==> config.mk <==
export PLATFORM = sky130hd
export DESIGN_NAME = timer1_countdown
export DESIGN_NICKNAME = d
export VERILOG_FILES = /design/src/rtl/timer1_pkg.sv /design/src/rtl/timer1_evt_if.sv /design/src/rtl/timer1_tick_sel.sv /design/src/rtl/timer1_evt_gen.sv /design/src/rtl/timer1_countdown.sv
export SDC_FILE = /design/constraint.sdc
export NUM_CORES = 1
export LEC_CHECK = 0
export BUFFER_PORTS_ARGS = -buffer_cell sky130_fd_sc_hd__buf_4
export CAP_MARGIN = 20
export CORE_AREA = 2 2 97 108
export DETAILED_ROUTE_END_ITERATION = 8
export DIE_AREA = 0 0 99 110
export GPL_ROUTABILITY_DRIVEN = 1
export GPL_TIMING_DRIVEN = 0
export SLEW_MARGIN = 20
export SYNTH_ARGS = -nofsm -noshare
export SYNTH_HDL_FRONTEND = slang
export SYNTH_SLANG_ARGS = --single-unit
==> constraint.sdc <==
create_clock -name clk_i -period 5.4 [get_ports clk_i]
set_input_delay 0.27 -clock clk_i [delete_from_list [all_inputs] [get_ports clk_i]]
set_output_delay 0.27 -clock clk_i [all_outputs]
set_load 0.01 [all_outputs]
==> src/rtl/timer1_pkg.sv <==
package timer1_pkg;
	// register indices; byte address is four times the index
	localparam logic [5:0] IDX_CTRL1 = 6'h14;
	localparam logic [5:0] IDX_RELOAD_HI = 6'h15;
	localparam logic [5:0] IDX_RELOAD_LO = 6'h16;
	localparam logic [5:0] IDX_COUNT_HI = 6'h17;
	localparam logic [5:0] IDX_COUNT_LO = 6'h18;
	localparam logic [5:0] IDX_CTRL2 = 6'h19;
	localparam logic [5:0] IDX_START_STOP = 6'h1E;
	localparam logic [5:0] IDX_IRQ_STATUS = 6'h1F;
	localparam int ADR_LSB = 2;

	// control register fields
	localparam int CTL_STOP_RX = 7;
	localparam int CTL_MODE_HI = 5;
	localparam int CTL_MODE_LO = 4;
	localparam int CTL_AUTO_RESTART = 3;
	localparam int CTL_CLK_HI = 1;
	localparam int CTL_CLK_LO = 0;
	localparam logic [7:0] CTL_WRITABLE = 8'hBB;
	localparam logic [7:0] CTL_RESET = 8'h00;

	// start/stop register fields
	localparam int SS_RUNNING = 5;
	localparam int SS_ENABLE = 1;
	// status register field
	localparam int ST_IRQ = 0;

	localparam logic [7:0] BYTE_ZERO = 8'h00;
	localparam logic [15:0] COUNT_ZERO = 16'h0000;
	localparam logic [15:0] COUNT_ONE = 16'h0001;
	localparam logic [31:0] WORD_ZERO = 32'h0000_0000;

	// prescaler from 13.56 MHz ticks down to 211.875 kHz
	localparam int PRESCALE_DIV = 64;
	localparam logic [5:0] PRESCALE_LAST = 6'(PRESCALE_DIV - 1);
	localparam logic [5:0] PRESCALE_ZERO = 6'h00;
	localparam logic [5:0] PRESCALE_ONE = 6'h01;

	typedef enum logic [1:0] {
		START_NONE = 2'b00,
		START_TX_END = 2'b01,
		START_TRIM_NO_UF = 2'b10,
		START_TRIM_UF = 2'b11
	} start_mode_e;

	typedef enum logic [1:0] {
		CLK_RF = 2'b00,
		CLK_RF_DIV = 2'b01,
		CLK_TIMER0 = 2'b10,
		CLK_TIMER2 = 2'b11
	} clock_select_e;

	// both trimming codes share bit 1
	function automatic logic is_trim(input logic [1:0] mode);
		is_trim = (mode == START_TRIM_NO_UF) || (mode == START_TRIM_UF);
	endfunction : is_trim
endpackage : timer1_pkg

==> src/rtl/timer1_evt_if.sv <==
`timescale 1ns/1ps
interface timer1_evt_if;
	logic tick;
	logic start_evt;
	logic stop_evt;

	modport tick_src (output tick);
	modport evt_src (output start_evt, output stop_evt);
	modport sink (input tick, input start_evt, input stop_evt);
endinterface : timer1_evt_if

==> src/rtl/timer1_tick_sel.sv <==
`timescale 1ns/1ps
module timer1_tick_sel (
	// clock and reset
	input wire logic clk_i,
	input wire logic rst_i,
	// tick sources
	input wire logic rf_tick_i,
	input wire logic t0_underflow_i,
	input wire logic t2_underflow_i,
	// selection
	input wire logic [1:0] clock_select_field,
	// decrement tick
	timer1_evt_if.tick_src evt
);
	logic [5:0] prescale;
	logic div_tick;

	// divide rf ticks by 64, free running so phase is independent of starts
	always_ff @(posedge clk_i) begin
		if (rst_i) begin
			prescale <= timer1_pkg::PRESCALE_ZERO;
		end else if (rf_tick_i) begin
			prescale <= (prescale == timer1_pkg::PRESCALE_LAST) ? timer1_pkg::PRESCALE_ZERO
				: prescale + timer1_pkg::PRESCALE_ONE;
		end
	end

	assign div_tick = rf_tick_i && (prescale == timer1_pkg::PRESCALE_LAST);

	// source mux
	always_comb begin
		unique case (timer1_pkg::clock_select_e'(clock_select_field))
			timer1_pkg::CLK_RF: evt.tick = rf_tick_i;
			timer1_pkg::CLK_RF_DIV: evt.tick = div_tick;
			timer1_pkg::CLK_TIMER0: evt.tick = t0_underflow_i;
			timer1_pkg::CLK_TIMER2: evt.tick = t2_underflow_i;
		endcase
	end
endmodule : timer1_tick_sel

==> src/rtl/timer1_evt_gen.sv <==
`timescale 1ns/1ps
module timer1_evt_gen (
	// clock and reset
	input wire logic clk_i,
	input wire logic rst_i,
	// frame and oscillator inputs
	input wire logic tx_end_i,
	input wire logic rx_first_bits_i,
	input wire logic low_freq_oscillator_i,
	// control
	input wire logic [1:0] start_mode_field,
	input wire logic stop_on_receive_bit,
	input wire logic running,
	// events
	timer1_evt_if.evt_src evt
);
	logic lfo_prev;
	logic lfo_rise;

	// previous oscillator level for edge detection
	always_ff @(posedge clk_i) begin
		if (rst_i) begin
			lfo_prev <= 1'b0;
		end else begin
			lfo_prev <= low_freq_oscillator_i;
		end
	end

	assign lfo_rise = low_freq_oscillator_i && !lfo_prev;

	// start and stop events per mode
	always_comb begin
		evt.start_evt = 1'b0;
		evt.stop_evt = 1'b0;
		unique case (timer1_pkg::start_mode_e'(start_mode_field))
			timer1_pkg::START_NONE: evt.start_evt = 1'b0;
			timer1_pkg::START_TX_END: evt.start_evt = tx_end_i;
			timer1_pkg::START_TRIM_NO_UF, timer1_pkg::START_TRIM_UF: begin
				// one rising edge starts, the next one stops
				evt.start_evt = lfo_rise && !running;
				evt.stop_evt = lfo_rise && running;
			end
		endcase
		// receive stop has no meaning while trimming
		if (stop_on_receive_bit && rx_first_bits_i && !timer1_pkg::is_trim(start_mode_field)) begin
			evt.stop_evt = 1'b1;
		end
	end
endmodule : timer1_evt_gen

==> src/rtl/timer1_countdown.sv <==
`timescale 1ns/1ps
module timer1_countdown (
	// clock and reset
	input wire logic clk_i,
	input wire logic rst_i,
	// wishbone slave
	input wire logic wb_cyc_i,
	input wire logic wb_stb_i,
	input wire logic wb_we_i,
	input wire logic [7:0] wb_adr_i,
	input wire logic [3:0] wb_sel_i,
	input wire logic [31:0] wb_dat_i,
	output logic [31:0] wb_dat_o,
	output logic wb_ack_o,
	// tick sources
	input wire logic rf_tick_i,
	input wire logic t0_underflow_i,
	input wire logic t2_underflow_i,
	// frame and oscillator inputs
	input wire logic tx_end_i,
	input wire logic rx_first_bits_i,
	input wire logic low_freq_oscillator_i,
	// timer outputs
	output logic underflow_o,
	output logic timer_one_irq_flag_o,
	output logic timer_one_running_status_o,
	output logic [7:0] timer_two_control_o
);
	timer1_evt_if evt ();

	// registers
	logic [7:0] timer_one_control;
	logic [7:0] timer_two_control;
	logic [7:0] reload_high_byte;
	logic [7:0] reload_low_byte;
	logic [15:0] count;
	logic running;
	logic timer_one_irq_flag;

	// decoded bus access
	logic [5:0] reg_index;
	logic bus_req;
	logic wr_lane0;
	logic wr_ctrl1;
	logic wr_ctrl2;
	logic wr_reload_hi;
	logic wr_reload_lo;
	logic wr_start_stop;
	logic wr_irq_status;
	logic irq_clear;

	// control fields
	logic stop_on_receive_bit;
	logic [1:0] start_mode_field;
	logic auto_restart_bit;
	logic [1:0] clock_select_field;
	logic [15:0] reload_value;

	// counter events
	logic cmd_change;
	logic cmd_run;
	logic at_zero;
	logic count_step;
	logic underflow_now;
	logic trim_hold;
	logic next_running;
	logic [15:0] next_count;
	logic [31:0] next_rdata;

	assign stop_on_receive_bit = timer_one_control[timer1_pkg::CTL_STOP_RX];
	assign start_mode_field = timer_one_control[timer1_pkg::CTL_MODE_HI:timer1_pkg::CTL_MODE_LO];
	assign auto_restart_bit = timer_one_control[timer1_pkg::CTL_AUTO_RESTART];
	assign clock_select_field = timer_one_control[timer1_pkg::CTL_CLK_HI:timer1_pkg::CTL_CLK_LO];
	assign reload_value = {reload_high_byte, reload_low_byte};

	// tick source selection and prescaler
	timer1_tick_sel u_tick_sel (
		.clk_i(clk_i),
		.rst_i(rst_i),
		.rf_tick_i(rf_tick_i),
		.t0_underflow_i(t0_underflow_i),
		.t2_underflow_i(t2_underflow_i),
		.clock_select_field(clock_select_field),
		.evt(evt.tick_src)
	);

	// automatic start and stop events
	timer1_evt_gen u_evt_gen (
		.clk_i(clk_i),
		.rst_i(rst_i),
		.tx_end_i(tx_end_i),
		.rx_first_bits_i(rx_first_bits_i),
		.low_freq_oscillator_i(low_freq_oscillator_i),
		.start_mode_field(start_mode_field),
		.stop_on_receive_bit(stop_on_receive_bit),
		.running(running),
		.evt(evt.evt_src)
	);

	// bus decode; a request is taken once, while ack is low
	assign reg_index = wb_adr_i[timer1_pkg::ADR_LSB +: 6];
	assign bus_req = wb_cyc_i && wb_stb_i && !wb_ack_o;
	assign wr_lane0 = bus_req && wb_we_i && wb_sel_i[0];
	assign wr_ctrl1 = wr_lane0 && reg_hit(reg_index, timer1_pkg::IDX_CTRL1);
	assign wr_ctrl2 = wr_lane0 && reg_hit(reg_index, timer1_pkg::IDX_CTRL2);
	assign wr_reload_hi = wr_lane0 && reg_hit(reg_index, timer1_pkg::IDX_RELOAD_HI);
	assign wr_reload_lo = wr_lane0 && reg_hit(reg_index, timer1_pkg::IDX_RELOAD_LO);
	assign wr_start_stop = wr_lane0 && reg_hit(reg_index, timer1_pkg::IDX_START_STOP);
	assign wr_irq_status = wr_lane0 && reg_hit(reg_index, timer1_pkg::IDX_IRQ_STATUS);

	// status write with a one in the flag position clears it
	assign irq_clear = wr_irq_status && wb_dat_i[timer1_pkg::ST_IRQ];

	// a start/stop write moves the running bit only when its enable rides in the same write
	assign cmd_change = wr_start_stop && wb_dat_i[timer1_pkg::SS_ENABLE];
	assign cmd_run = wb_dat_i[timer1_pkg::SS_RUNNING];

	// counting terms
	assign at_zero = (count == timer1_pkg::COUNT_ZERO);
	assign count_step = running && evt.tick;
	// trimming without underflow parks at zero instead of wrapping
	assign trim_hold = (timer1_pkg::start_mode_e'(start_mode_field) == timer1_pkg::START_TRIM_NO_UF);
	assign underflow_now = count_step && at_zero && !trim_hold;

	// next counter and running state; software command wins over events
	always_comb begin
		next_running = running;
		next_count = count;
		if (count_step) begin
			if (!at_zero) begin
				next_count = count - timer1_pkg::COUNT_ONE;
			end else if (trim_hold) begin
				next_running = 1'b0;
			end else if (auto_restart_bit) begin
				next_count = reload_value;
			end else begin
				next_running = 1'b0;
			end
		end
		if (evt.stop_evt) begin
			next_running = 1'b0;
		end
		if (evt.start_evt) begin
			next_running = 1'b1;
			next_count = reload_value;
		end
		if (cmd_change) begin
			next_running = cmd_run;
			if (cmd_run) begin
				next_count = reload_value;
			end
		end
	end

	// counter; reload bytes feed it only on starts and auto-restart underflows
	always_ff @(posedge clk_i) begin
		if (rst_i) begin
			count <= timer1_pkg::COUNT_ZERO;
		end else begin
			count <= next_count;
		end
	end

	// running status
	always_ff @(posedge clk_i) begin
		if (rst_i) begin
			running <= 1'b0;
		end else begin
			running <= next_running;
		end
	end

	// cascade pulse, one cycle per underflow
	always_ff @(posedge clk_i) begin
		if (rst_i) begin
			underflow_o <= 1'b0;
		end else begin
			underflow_o <= underflow_now;
		end
	end

	// interrupt flag: write one clears, a same-cycle underflow wins
	always_ff @(posedge clk_i) begin
		if (rst_i) begin
			timer_one_irq_flag <= 1'b0;
		end else if (underflow_now) begin
			timer_one_irq_flag <= 1'b1;
		end else if (irq_clear) begin
			timer_one_irq_flag <= 1'b0;
		end
	end

	// timer1 control, reserved bits forced to zero
	always_ff @(posedge clk_i) begin
		if (rst_i) begin
			timer_one_control <= timer1_pkg::CTL_RESET;
		end else if (wr_ctrl1) begin
			timer_one_control <= control_byte(wb_dat_i);
		end
	end

	// timer2 control is only stored here and handed out
	always_ff @(posedge clk_i) begin
		if (rst_i) begin
			timer_two_control <= timer1_pkg::CTL_RESET;
		end else if (wr_ctrl2) begin
			timer_two_control <= control_byte(wb_dat_i);
		end
	end

	// reload high byte; a running count never sees it until a start or an auto-restart reload
	always_ff @(posedge clk_i) begin
		if (rst_i) begin
			reload_high_byte <= timer1_pkg::BYTE_ZERO;
		end else if (wr_reload_hi) begin
			reload_high_byte <= wb_dat_i[7:0];
		end
	end

	// reload low byte
	always_ff @(posedge clk_i) begin
		if (rst_i) begin
			reload_low_byte <= timer1_pkg::BYTE_ZERO;
		end else if (wr_reload_lo) begin
			reload_low_byte <= wb_dat_i[7:0];
		end
	end

	// read mux; unmapped words read zero but are still acknowledged
	always_comb begin
		next_rdata = timer1_pkg::WORD_ZERO;
		unique case (reg_index)
			timer1_pkg::IDX_CTRL1: next_rdata[7:0] = timer_one_control;
			timer1_pkg::IDX_RELOAD_HI: next_rdata[7:0] = reload_high_byte;
			timer1_pkg::IDX_RELOAD_LO: next_rdata[7:0] = reload_low_byte;
			// the two halves are not latched together; read during a stop
			timer1_pkg::IDX_COUNT_HI: next_rdata[7:0] = count[15:8];
			timer1_pkg::IDX_COUNT_LO: next_rdata[7:0] = count[7:0];
			timer1_pkg::IDX_CTRL2: next_rdata[7:0] = timer_two_control;
			timer1_pkg::IDX_START_STOP: next_rdata[timer1_pkg::SS_RUNNING] = running;
			timer1_pkg::IDX_IRQ_STATUS: next_rdata[timer1_pkg::ST_IRQ] = timer_one_irq_flag;
			default: next_rdata = timer1_pkg::WORD_ZERO;
		endcase
	end

	// bus answer one cycle after the request, dropped the cycle after
	always_ff @(posedge clk_i) begin
		if (rst_i) begin
			wb_ack_o <= 1'b0;
		end else begin
			wb_ack_o <= bus_req;
		end
	end

	// read data captured with the request, so it stands beside ack
	always_ff @(posedge clk_i) begin
		if (rst_i) begin
			wb_dat_o <= timer1_pkg::WORD_ZERO;
		end else if (bus_req && !wb_we_i) begin
			wb_dat_o <= next_rdata;
		end
	end

	// flag copy for the outside, set in the same cycle as the flag
	always_ff @(posedge clk_i) begin
		if (rst_i) begin
			timer_one_irq_flag_o <= 1'b0;
		end else begin
			timer_one_irq_flag_o <= next_irq_view(underflow_now, timer_one_irq_flag);
		end
	end

	// running copy, equal to the running register
	always_ff @(posedge clk_i) begin
		if (rst_i) begin
			timer_one_running_status_o <= 1'b0;
		end else begin
			timer_one_running_status_o <= next_running;
		end
	end

	// timer2 control copy, one cycle behind the register
	always_ff @(posedge clk_i) begin
		if (rst_i) begin
			timer_two_control_o <= timer1_pkg::CTL_RESET;
		end else begin
			timer_two_control_o <= timer_two_control;
		end
	end

	// one register index against the decoded bus address
	function automatic logic reg_hit(input logic [5:0] index, input logic [5:0] target);
		reg_hit = (index == target);
	endfunction : reg_hit

	// reserved bits never store, so they read back as zero
	function automatic logic [7:0] control_byte(input logic [31:0] data);
		control_byte = data[7:0] & timer1_pkg::CTL_WRITABLE;
	endfunction : control_byte

	// output copy sets with the flag but clears one cycle after it
	function automatic logic next_irq_view(input logic set_now, input logic flag);
		next_irq_view = flag || set_now;
	endfunction : next_irq_view
endmodule : timer1_countdown

## Word level (Yosys, flattened, before mapping)

Cells that the tools add are included.

- Add/subtract/negate cells: 2
- Eq/ne operators: 16
- Multiplexer cells: 25
- Reduce and logical (&&, ||, !) cells: 38

Operator list:

| cell | count |
|---|---|
| $mux 16 | 7 |
| $eq 6x5->1 const B | 8 |
| $pmux 4 s6 | 1 |
| $logic_and 1x1->1 | 22 |
| $logic_not 16->1 | 1 |
| $sub 16x1->16 const B | 1 |
| $pmux 1 s7 | 2 |
| $pmux 2 s6 | 1 |
| $mux 1 | 11 |
| $eq 2x2->1 const B | 4 |
| $reduce_bool 4->1 | 2 |
| $add 6x1->6 const B | 1 |
| $eq 6x6->1 const B | 1 |
| $logic_not 1->1 | 6 |
| $mux 6 | 1 |
| $ne 5x3->1 const B | 1 |
| $eq 2x1->1 const B | 2 |
| $logic_not 2->1 | 2 |
| $pmux 1 s4 | 1 |
| $pmux 1 s3 | 1 |
| $reduce_and 3->1 | 1 |
| $logic_or 1x1->1 | 2 |
| $reduce_bool 2->1 | 1 |
| $reduce_or 2->1 | 1 |

- Flip-flop bits (word level): 70
- Input bits: 55
- Output and inout bits: 44
- Word-level logic and storage cells: 95

## Depth between registers and ports, before layout

Gate-level depths: netlist (run 1).

- Depth after elaboration: 8
- Depth in mapped cells: 10
- Depth with buffers taken out: 8

## Modules after synthesis

From an unflattened synthesis (run 1), not the netlist that was laid out.

- Cell total of the unflattened synthesis: 436
- Area, all modules: 3922.5 um2

Modules (own cells, without submodules):

| module | instances | cells an instance | area an instance (um2) | seq. area each (um2) |
|---|---|---|---|---|
| timer1_countdown | 1 | 395 | 3549.7 | 1261.2 |
| timer1_tick_sel | 1 | 32 | 302.8 | 120.1 |
| timer1_evt_gen | 1 | 9 | 70.1 | 20.0 |

## Least setup slack after synthesis (run 1)

Ideal clock, no wire load.

- Kind: register to register
- Start: register count[0]
- End: register count[13]
- Setup time: 0.079 ns
- Arrival time: 1.901 ns
- Required time: 5.321 ns
- Path slack: 3.419 ns
- Cell stages (with the launch flop): 10
- Path buffers: 1
- Period minus slack after synthesis: 1.981 ns
- Cells stage by stage: dfxtp_1 > inv_1 > ha_1 > nor2b_1 > nor2b_1 > buf_2 > or4_1 > a21oi_1 > o22ai_1 > a211oi_2

- Cells in the longest elaborated chain, start to end: 6
- Elaborated cells on any way between the ends: 7
- Classes of those cells: 1 x add/sub; 5 x mux; 1 x reduce/logical

RTL lines:

| item | line | text |
|---|---|---|
| start, declared | timer1_countdown.sv:36 | `logic [15:0] count;` |
| start signal, assigned | timer1_countdown.sv:158 | `count <= timer1_pkg::COUNT_ZERO;` |
| start signal, assigned | timer1_countdown.sv:160 | `count <= next_count;` |
| $sub 16x1->16 or $logic_not 16->1 (tied branches) | timer1_countdown.sv:131, timer1_countdown.sv:119 |  |
| $mux 16 (*) | timer1_countdown.sv:130 | `if (!at_zero) begin` |
| $mux 16 (*) | timer1_countdown.sv:129 | `if (count_step) begin` |
| $mux 16 (*) | timer1_countdown.sv:143 | `if (evt.start_evt) begin` |
| $mux 16 | timer1_countdown.sv:149 | `if (cmd_run) begin` |
| $mux 16 (*) | timer1_countdown.sv:147 | `if (cmd_change) begin` |

Mark *: on every way between the ends. The rest lies on a longest branch, timed or not.
A chain may end at the register's enable or synchronous reset.

## Final worst setup path (run 1)

- Start: register count[0]
- End: register count[2]

Same word-level chain as after synthesis.

==> summary by stage, run 1 <==
Clocking
Once the clock tree was built, the setup fixing pass inserted 0 buffers. CTS built an H-tree with a depth of 3. The clock transition at the registers of the reported paths is 0.08 ns. The post-CTS resize count is 0. The worst-skew pair later-pin latency is 0.36 ns.

The number of buffers created by CTS is 9. The number of buffers between clock root and the deepest sink is 2. The CTS sink count is 70. The total of hold buffers inserted after clock tree synthesis is 0. The clock tree from TritonCTS is built. The clock root buffer is sky130_fd_sc_hd__clkbuf_8.

Worst setup path
In this run the worst path has a maximum fanout of 9. The stage delay of the slowest cell on the critical path is 0.47 ns. The data arrival time of the critical path is 2.74 ns. The worst setup path is of the reg2reg kind.

The kind of cell with the highest combined delay along the critical path is compound AO/OA/AOI/OAI gates. Counting stages on the worst path, the most repeated cell is sky130_fd_sc_hd__nor2b_1. The critical path contains buffers and inverters numbering 2 combined.

Traced cell by cell, the critical path runs through inv_1 > ha_1 > nor2b_1 > nor2b_1 > buf_2 > and3_2 > a31oi_2 > o32ai_1 > a211oi_1. The element type at the critical path start is a register. STA puts the critical path data required time at 5.68 ns.

The type of destination of the critical path is a register. The worst-path cell with the longest stage delay is sky130_fd_sc_hd__dfxtp_1.

Synth
In the post-synthesis netlist, the cell with the most instances is sky130_fd_sc_hd__dfxtp_1. Synthesis inferred 70 register bits. Counting flops with an async set or reset pin after synthesis yields a share of 0%. During synthesis, Yosys emitted a total of 0 warnings. The count of distinct cell types in the synthesized netlist is 61.

Ranked by instance count, the synthesized netlist is headed by sky130_fd_sc_hd__dfxtp_1 (70), sky130_fd_sc_hd__nor2_1 (64), sky130_fd_sc_hd__mux2i_1 (37), sky130_fd_sc_hd__buf_4 (28), sky130_fd_sc_hd__nand2_1 (23). The synthesized design devotes to its leading area cell type 36.6% of total area. The synthesized design spends more area on one cell type than any other, namely sky130_fd_sc_hd__dfxtp_1. For this run, the leading register cell type out of synthesis is sky130_fd_sc_hd__dfxtp_1. For this run, the register share of the synthesized area comes to 36.6%. Counting flops with a built-in enable in the synthesized netlist gives 0. Synthesis produced a netlist whose cell count is 439. The synthesized area per cell is 8.72 um^2. After synthesis, the cell types taking the most area are sky130_fd_sc_hd__dfxtp_1 (37%), sky130_fd_sc_hd__mux2i_1 (9.7%), sky130_fd_sc_hd__nor2_1 (6.3%). The area of the mapped netlist is 3830 um^2.

Timing
The final critical delay including setup and external delays is 2.46 ns. Across all setup checks in the final design, the least slack found is 2.94 ns. The final setup TNS is 0 ns. Setup repair after global routing left no endpoint under its margin. The clock arrives with 0.0106 ns of skew. The number of max-slew violations in the final report is 0.

The hold violation count in the final report is 0. Measured against its own limit, the worst slew margin works out to 36.0%. Based on the critical path, the design can be clocked at up to 407 MHz.

The slew at the pin closest to its max-slew limit is 0.953 ns. The final critical path takes up 45.5% of the cycle. Setup violations remaining at the end of the flow were counted as 0.

Floorplanning
The die is 110 um tall. The region available for standard cell placement spans 9750 um^2. The overall die area is 10900 um^2.

During I/O placement, the number of pins put on the boundary was 99. Row generation in the floorplan step produced 38 rows. Once the floorplan was initialized, standard cells occupied 39.3% of the core. The chip width is 99 um.

Global routing
The number of global-route vias before repair was 3238. The total track usage is 21.5%. The initial antenna violation count came to 0.

The maximum number of pins on one net before global-route repair is 13. The leftover overflow at the end of global routing is 0. The wire length of the first global-routing pass is 17500 um.

Detailed routing
Before antenna repair, the detailed router went through 4 iterations. Dividing the detail-routed via count by the number of cells gives 5.44. Across all layers, the routed design uses 3477 vias. In this run, the number of DRC markers left after iteration 0 of detailed routing was 193. The post-route antenna net violation count is 0. In the routed design, unresolved DRC markers number 0. The wire length after detailed routing is 11400 um. After detailed routing, the average wire length per cell comes to 17.8 um.

Placed design
The number of input and output port buffers inserted is 39. Before CTS, the worst setup slack after placement is 2.99 ns. Routability-driven placement finished with a final weighted congestion of 0.888.

The half-perimeter wire length after detailed placement is 8350 um.

Layout
The fraction of final layout cells with drive strength greater than 1 is 20.8%. The repair_antennas step left the layout with diodes totalling 0. The growth of design area from synthesis to finish is 19.9%. After filler insertion, the fill cell instance count of the layout stands at 979. For this run, the post-layout net count is 572.

Power and ir drop
The worst-case IR drop observed on VDD is 106 uV. The reported leakage power is 1.98 nW. In this run the power density over the cells is 240 nW/um^2.

Run status
The flow ran to the end, and the final reports show no timing, DRC or antenna violations.

Flow run
Across the run, the number of max-cap violations was 0.

Worst hold path
The class of the most critical hold timing path is in2reg.
[routing by layer]
layer	global-route usage, %	wire length, um	up-vias
met5	0	0	-
met4	9.78	344	0
met3	4.92	709	24
met2	35.9	5440	132
met1	26.4	4860	1656
li1	-	-	1665
[path summary, 6_finish.rpt]
path | from | cells past startpoint | endpoint | slack (ns)
setup / recovery | count[0]$_SDFF_PP0_ | 9 | count[2]$_SDFF_PP0_ | 2.94
hold / removal | low_freq_oscillator_i | 2 | u_evt_gen.lfo_prev$_SDFF_PP0_ | 0.15
setup reg to reg | count[0]$_SDFF_PP0_ | 9 | count[2]$_SDFF_PP0_ | 2.94
hold reg to reg | timer_two_control[7]$_SDFFE_PP0P_ | 1 | timer_two_control_o[7]$_SDFF_PP0_ | 0.48
[state kept, by name, indices dropped and copies added, names as in the netlist, 6 cells and up]
| name | cells |
|---|---|
| wb_dat_o | 8 |
| count | 16 |
| u_tick_sel.prescale | 6 |
| timer_one_control | 6 |
| timer_two_control_o | 6 |
| reload_high_byte | 8 |
| reload_low_byte | 8 |
| timer_two_control | 6 |
[cell usage in the layout (no fill, tap or decap), types with 3 or more instances in the layout]
master / instances
sky130_fd_sc_hd__a211oi_1: 14
sky130_fd_sc_hd__a21oi_1: 13
sky130_fd_sc_hd__a22oi_1: 4
sky130_fd_sc_hd__a31oi_1: 3
sky130_fd_sc_hd__a32oi_1: 3
sky130_fd_sc_hd__and3_1: 7
sky130_fd_sc_hd__buf_2: 6
sky130_fd_sc_hd__buf_4: 67
sky130_fd_sc_hd__clkbuf_1: 16
sky130_fd_sc_hd__clkbuf_8: 10
sky130_fd_sc_hd__conb_1: 26
sky130_fd_sc_hd__dfxtp_1: 70
sky130_fd_sc_hd__ha_1: 3
sky130_fd_sc_hd__inv_1: 18
sky130_fd_sc_hd__mux2i_1: 37
sky130_fd_sc_hd__mux4_2: 6
sky130_fd_sc_hd__nand2_1: 23
sky130_fd_sc_hd__nand2b_1: 3
sky130_fd_sc_hd__nand3_1: 11
sky130_fd_sc_hd__nor2_1: 64
sky130_fd_sc_hd__nor2b_1: 14
sky130_fd_sc_hd__nor3_1: 9
sky130_fd_sc_hd__nor4_4: 3
sky130_fd_sc_hd__o21a_1: 3
sky130_fd_sc_hd__o21ai_0: 20
sky130_fd_sc_hd__o221ai_1: 4
sky130_fd_sc_hd__o22ai_1: 4
sky130_fd_sc_hd__o32ai_1: 4
sky130_fd_sc_hd__or3_1: 5
sky130_fd_sc_hd__xor2_1: 4
[where the power goes]
part | internal [mW] | switching [mW] | leakage, nW | total (mW)
combinational | 0.0407 | 0.0525 | 1.30 | 0.0932
clock | 0.274 | 0.209 | 0.113 | 0.483
sequential | 0.521 | 0.00331 | 0.565 | 0.524
[through the flow]
stage	cell area, um^2	hold WS (ns)	std cells	power (mW)	util [%]
5_1_grt	4590	0.161	639	1.13	47.1
3_3_place_gp	4360	0.474	623	0.628	44.8
6_report	4590	0.147	639	1.10	47.1
2_1_floorplan	3920	0.398	464	0.594	-
4_1_cts	4590	0.139	639	1.11	47.1
3_5_place_dp	4360	0.478	623	0.629	44.8
[layout make-up]
cell class / instances / area (um^2) / share of cell area [%]
multi-input cells: 326 / 2150 / 46.9
flip-flops and latches: 70 / 1400 / 30.5
plain buffers: 50 / 300 / 6.54
repair buffers: 39 / 293 / 6.38
well taps: 120 / 150 / 3.27
clock buffers: 11 / 141 / 3.08
clock inverters: 5 / 82.6 / 1.80
inverters: 18 / 67.6 / 1.47
[kinds of logic after synthesis]
group,after synthesis,share of synthesized area (%)
DFF,70,36.6
xor gates and xnor gates,5,1.14
other,1,0.0980
muxes,44,13.5
adders and majority gates,3,0.981
AOI/OAI and AO/OA,91,16.5
and+or+nand+nor,157,21.5
buffers and inverters,68,9.61
(Power assumes the default switching activity.)
==> run 2, diff against run 1 <==
Clock period 5.4 ns to 2.1 ns, I/O delays scaled along.
==> run 2 against run 1 <==
Net effect:
- the flow now finishes with violations (setup timing)
- critical path depth shrank 1
- die area is the same
- combinational power grew to 2.7 times the previous value
- via count grew 3.7%
- setup slack lost 3.0 ns
- highest routed layer unchanged
- core utilization grew 3.1 points
- critical endpoint is now count[12]$_SDFF_PP0_
- sequential power grew to 2.6 times the previous value
- maximum frequency grew 15%
==> summary by stage, run 2 (same netlist as run 1, synthesis figures left out) <==
Worst setup path
Following the worst setup path forward leads to its endpoint at count[12]$_SDFF_PP0_. The launching element of the worst setup path is u_tick_sel.prescale[0]$_SDFFE_PP0P_. The data required time at the worst endpoint is 2.39 ns.

The register-to-register setup slack is -0.03 ns. The data arrival time of the critical path is 2.42 ns. The worst register-to-register path has a depth of 8. STA classifies the critical path startpoint as a register. The worst setup path is captured at a register. The maximum net fanout on the critical path is 3.

The worst setup path category is reg2reg. In this run the critical register-to-register path is launched from u_tick_sel.prescale[0]$_SDFFE_PP0P_. The endpoint identified for the worst register-to-register timing path is count[12]$_SDFF_PP0_.

Detailed routing
The first TritonRoute pass finished after 4 iterations. Dividing the detail-routed wire length by the instance count gives 17.9 um. In this run the remaining antenna-violating nets after routing total 0.

The detailed router finished its first iteration with 205 violations. The detailed router placed 3604 vias in this run. The wire length after detailed routing is 11800 um. The via count normalized by instance count is 5.48.

For this run, design rule violations remaining after detail routing come to 0.

Floorplanning
The die is 99 um wide. The site row count is 38. The core footprint is 9750 um^2. The floorplan step defined a die boundary enclosing 10900 um^2.

The number of ports placed on the die boundary is 99. The height of the die is 110 um. The initial utilization of the core area, before any placement, comes to 39.3%.

Timing
Timing would allow up to 470 MHz. The final critical-path setup slack is -0.0279 ns. The hold violation count in the final report was 0. In this run the tightest slew margin relative to its limit is 49.9%. Setup repair after global routing could not meet its margin everywhere. For the pin with the worst max-slew slack, the measured transition is 0.752 ns.

The final setup TNS is -0.0279 ns. The final critical path takes up 101% of the cycle. The final critical delay including setup and external delays is 2.13 ns. The number of max-slew violations in the final report is 0. The clock arrives with 0.00966 ns of skew.

The count of endpoints failing setup in the final report is 1.

Power and ir drop
For this design the total switching power over the nets is 0.682 mW. Of the total power, the clock network draws 43.5%. The worst-case vdd ir drop is 272 uV. The reported leakage power is 2.10 nW. In this run switching power makes up 24.0% of total power. In this run, the combinational gates consume 9.0% of the power. The power share of the sequential group is 47.5%.

Power spread over the standard cell area amounts to 580 nW/um^2. The internal power of the cells totals 2.16 mW.

Layout
0 antenna diodes ended up in the layout. The library cells used most frequently in the layout, excluding fill and tap cells, are sky130_fd_sc_hd__buf_4 (81), sky130_fd_sc_hd__dfxtp_1 (65), sky130_fd_sc_hd__nor2_1 (64). Counting flops per register, the top entry is count. The growth of design area from synthesis to finish is 27.8%.

The final non-filler cell total is 658. The net count of the finished layout is 591. The most common cell after layout, fill and taps aside is sky130_fd_sc_hd__buf_4. The post-route cell area is 4890 um^2.

Of the cells placed in the final design, the portion with a size suffix greater than 1 is 26.6%. The register with the most flip-flops in the layout has 16 of them.

Run status
The final reports fail on setup timing. The flow ran to the end, but the final reports show violations.

Clocking
The worst-skew pair later-pin latency is 0.36 ns. The level count of the clock H-tree is 3. The clock drives 70 sinks. After clock tree synthesis, the clock-pin slew on the worst setup and hold paths is 0.08 ns. TritonCTS built the clock tree. No sink is reached through more buffers than the 2 on the longest clock path. The number of buffers created by CTS is 9. The clock root buffer is sky130_fd_sc_hd__clkbuf_8.

Global routing
Global routing used 21.7% of the available tracks. The wire length of the first global-routing pass is 17700 um. The leftover overflow at the end of global routing is 0. The number of global-route vias before repair is 3286. The initial antenna violation count is 0. The maximum number of pins on one net before global-route repair is 13.

Placed design
The half-perimeter wire length after detailed placement is 8350 um. The number of input and output port buffers inserted is 39. The final weighted congestion in routability-driven placement is 0.888.

The cell count after placement is 623. Summing all placed instances gives a cell area of 4360 um^2.

Worst hold path
The class of the most critical hold timing path is in2reg.

Flow run
Max-cap violations in this run came to 0.
## run 2: worst min path at each step
stage / startpoint / endpoint / slack, ns / depth (start not counted)
2_1_floorplan: low_freq_oscillator_i / u_evt_gen.lfo_prev$_SDFF_PP0_ / 0.23 / 1
3_3_place_gp: low_freq_oscillator_i / u_evt_gen.lfo_prev$_SDFF_PP0_ / 0.34 / 2
3_5_place_dp: low_freq_oscillator_i / u_evt_gen.lfo_prev$_SDFF_PP0_ / 0.35 / 2
4_1_cts: wb_dat_i[4] / reload_high_byte[4]$_SDFFE_PP0P_ / 0.002 / 3
5_1_grt: wb_dat_i[4] / timer_two_control[4]$_SDFFE_PP0P_ / 0.03 / 3
6_report: wb_dat_i[4] / reload_high_byte[4]$_SDFFE_PP0P_ / 0.02 / 3
## run 2: cell type report
class / count / area (um^2)
multi-input combinational: 326 / 2250
timing repair buffer: 58 / 455
clock buffer: 11 / 141
inverter: 18 / 67.6
clock inverter: 5 / 82.6
tap: 120 / 150
fill: 958 / 4850
buffer: 50 / 332
sequential: 70 / 1410
## run 2: layer usage
metal | GRT usage (%) | routed length [um] | vias to the layer above | share of wire (%)
li1 | - | - | 1704 | -
met1 | 26.3 | 4980 | 1717 | 42
met2 | 35.7 | 5550 | 150 | 47
met3 | 5.42 | 737 | 33 | 6.3
met4 | 11.4 | 501 | 0 | 4.3
met5 | 0 | 0 | - | 0
## run 2: power groups by stage
stage	Clock [mW]	Sequential, mW	Combinational (mW)
final	1.24	1.35	0.255
after global placement	0	1.38	0.235
after global routing	1.30	1.35	0.277
after floorplan	0	1.38	0.145
after detailed placement	0	1.38	0.237
after CTS	1.26	1.35	0.245
## run 2: timing repair
item                                    4_1_cts  5_1_grt
buffers inserted                              4       11
hold buffers                                  4        0
pin swaps                                     5       13
gates resized for setup                      16       25
endpoints found under the hold margin         4        0
endpoints found under the setup margin       20       29
## run 2: worst max-delay path: stages, from the launching register on
cell and delay, ns:
sky130_fd_sc_hd__dfxtp_4 0.37, sky130_fd_sc_hd__ha_4 0.14, sky130_fd_sc_hd__nand4_1 0.14, sky130_fd_sc_hd__o311ai_4 0.33
sky130_fd_sc_hd__nand3_2 0.18, sky130_fd_sc_hd__buf_4 0.18, sky130_fd_sc_hd__or3_1 0.35, sky130_fd_sc_hd__a22o_1 0.25
sky130_fd_sc_hd__a21oi_2 0.12
## run 2: per-stage QoR
stage	utilization (%)	setup slack, ns	total power, mW	hold WS (ns)
global route	50.2	-0.0991	2.93	0.0304
global placement	44.8	-0.293	1.61	0.345
detailed placement	44.8	-0.294	1.62	0.352
floorplan	-	0.119	1.53	0.233
CTS	48.4	0.00501	2.85	0.00190
finish	50.2	-0.0279	2.84	0.0161
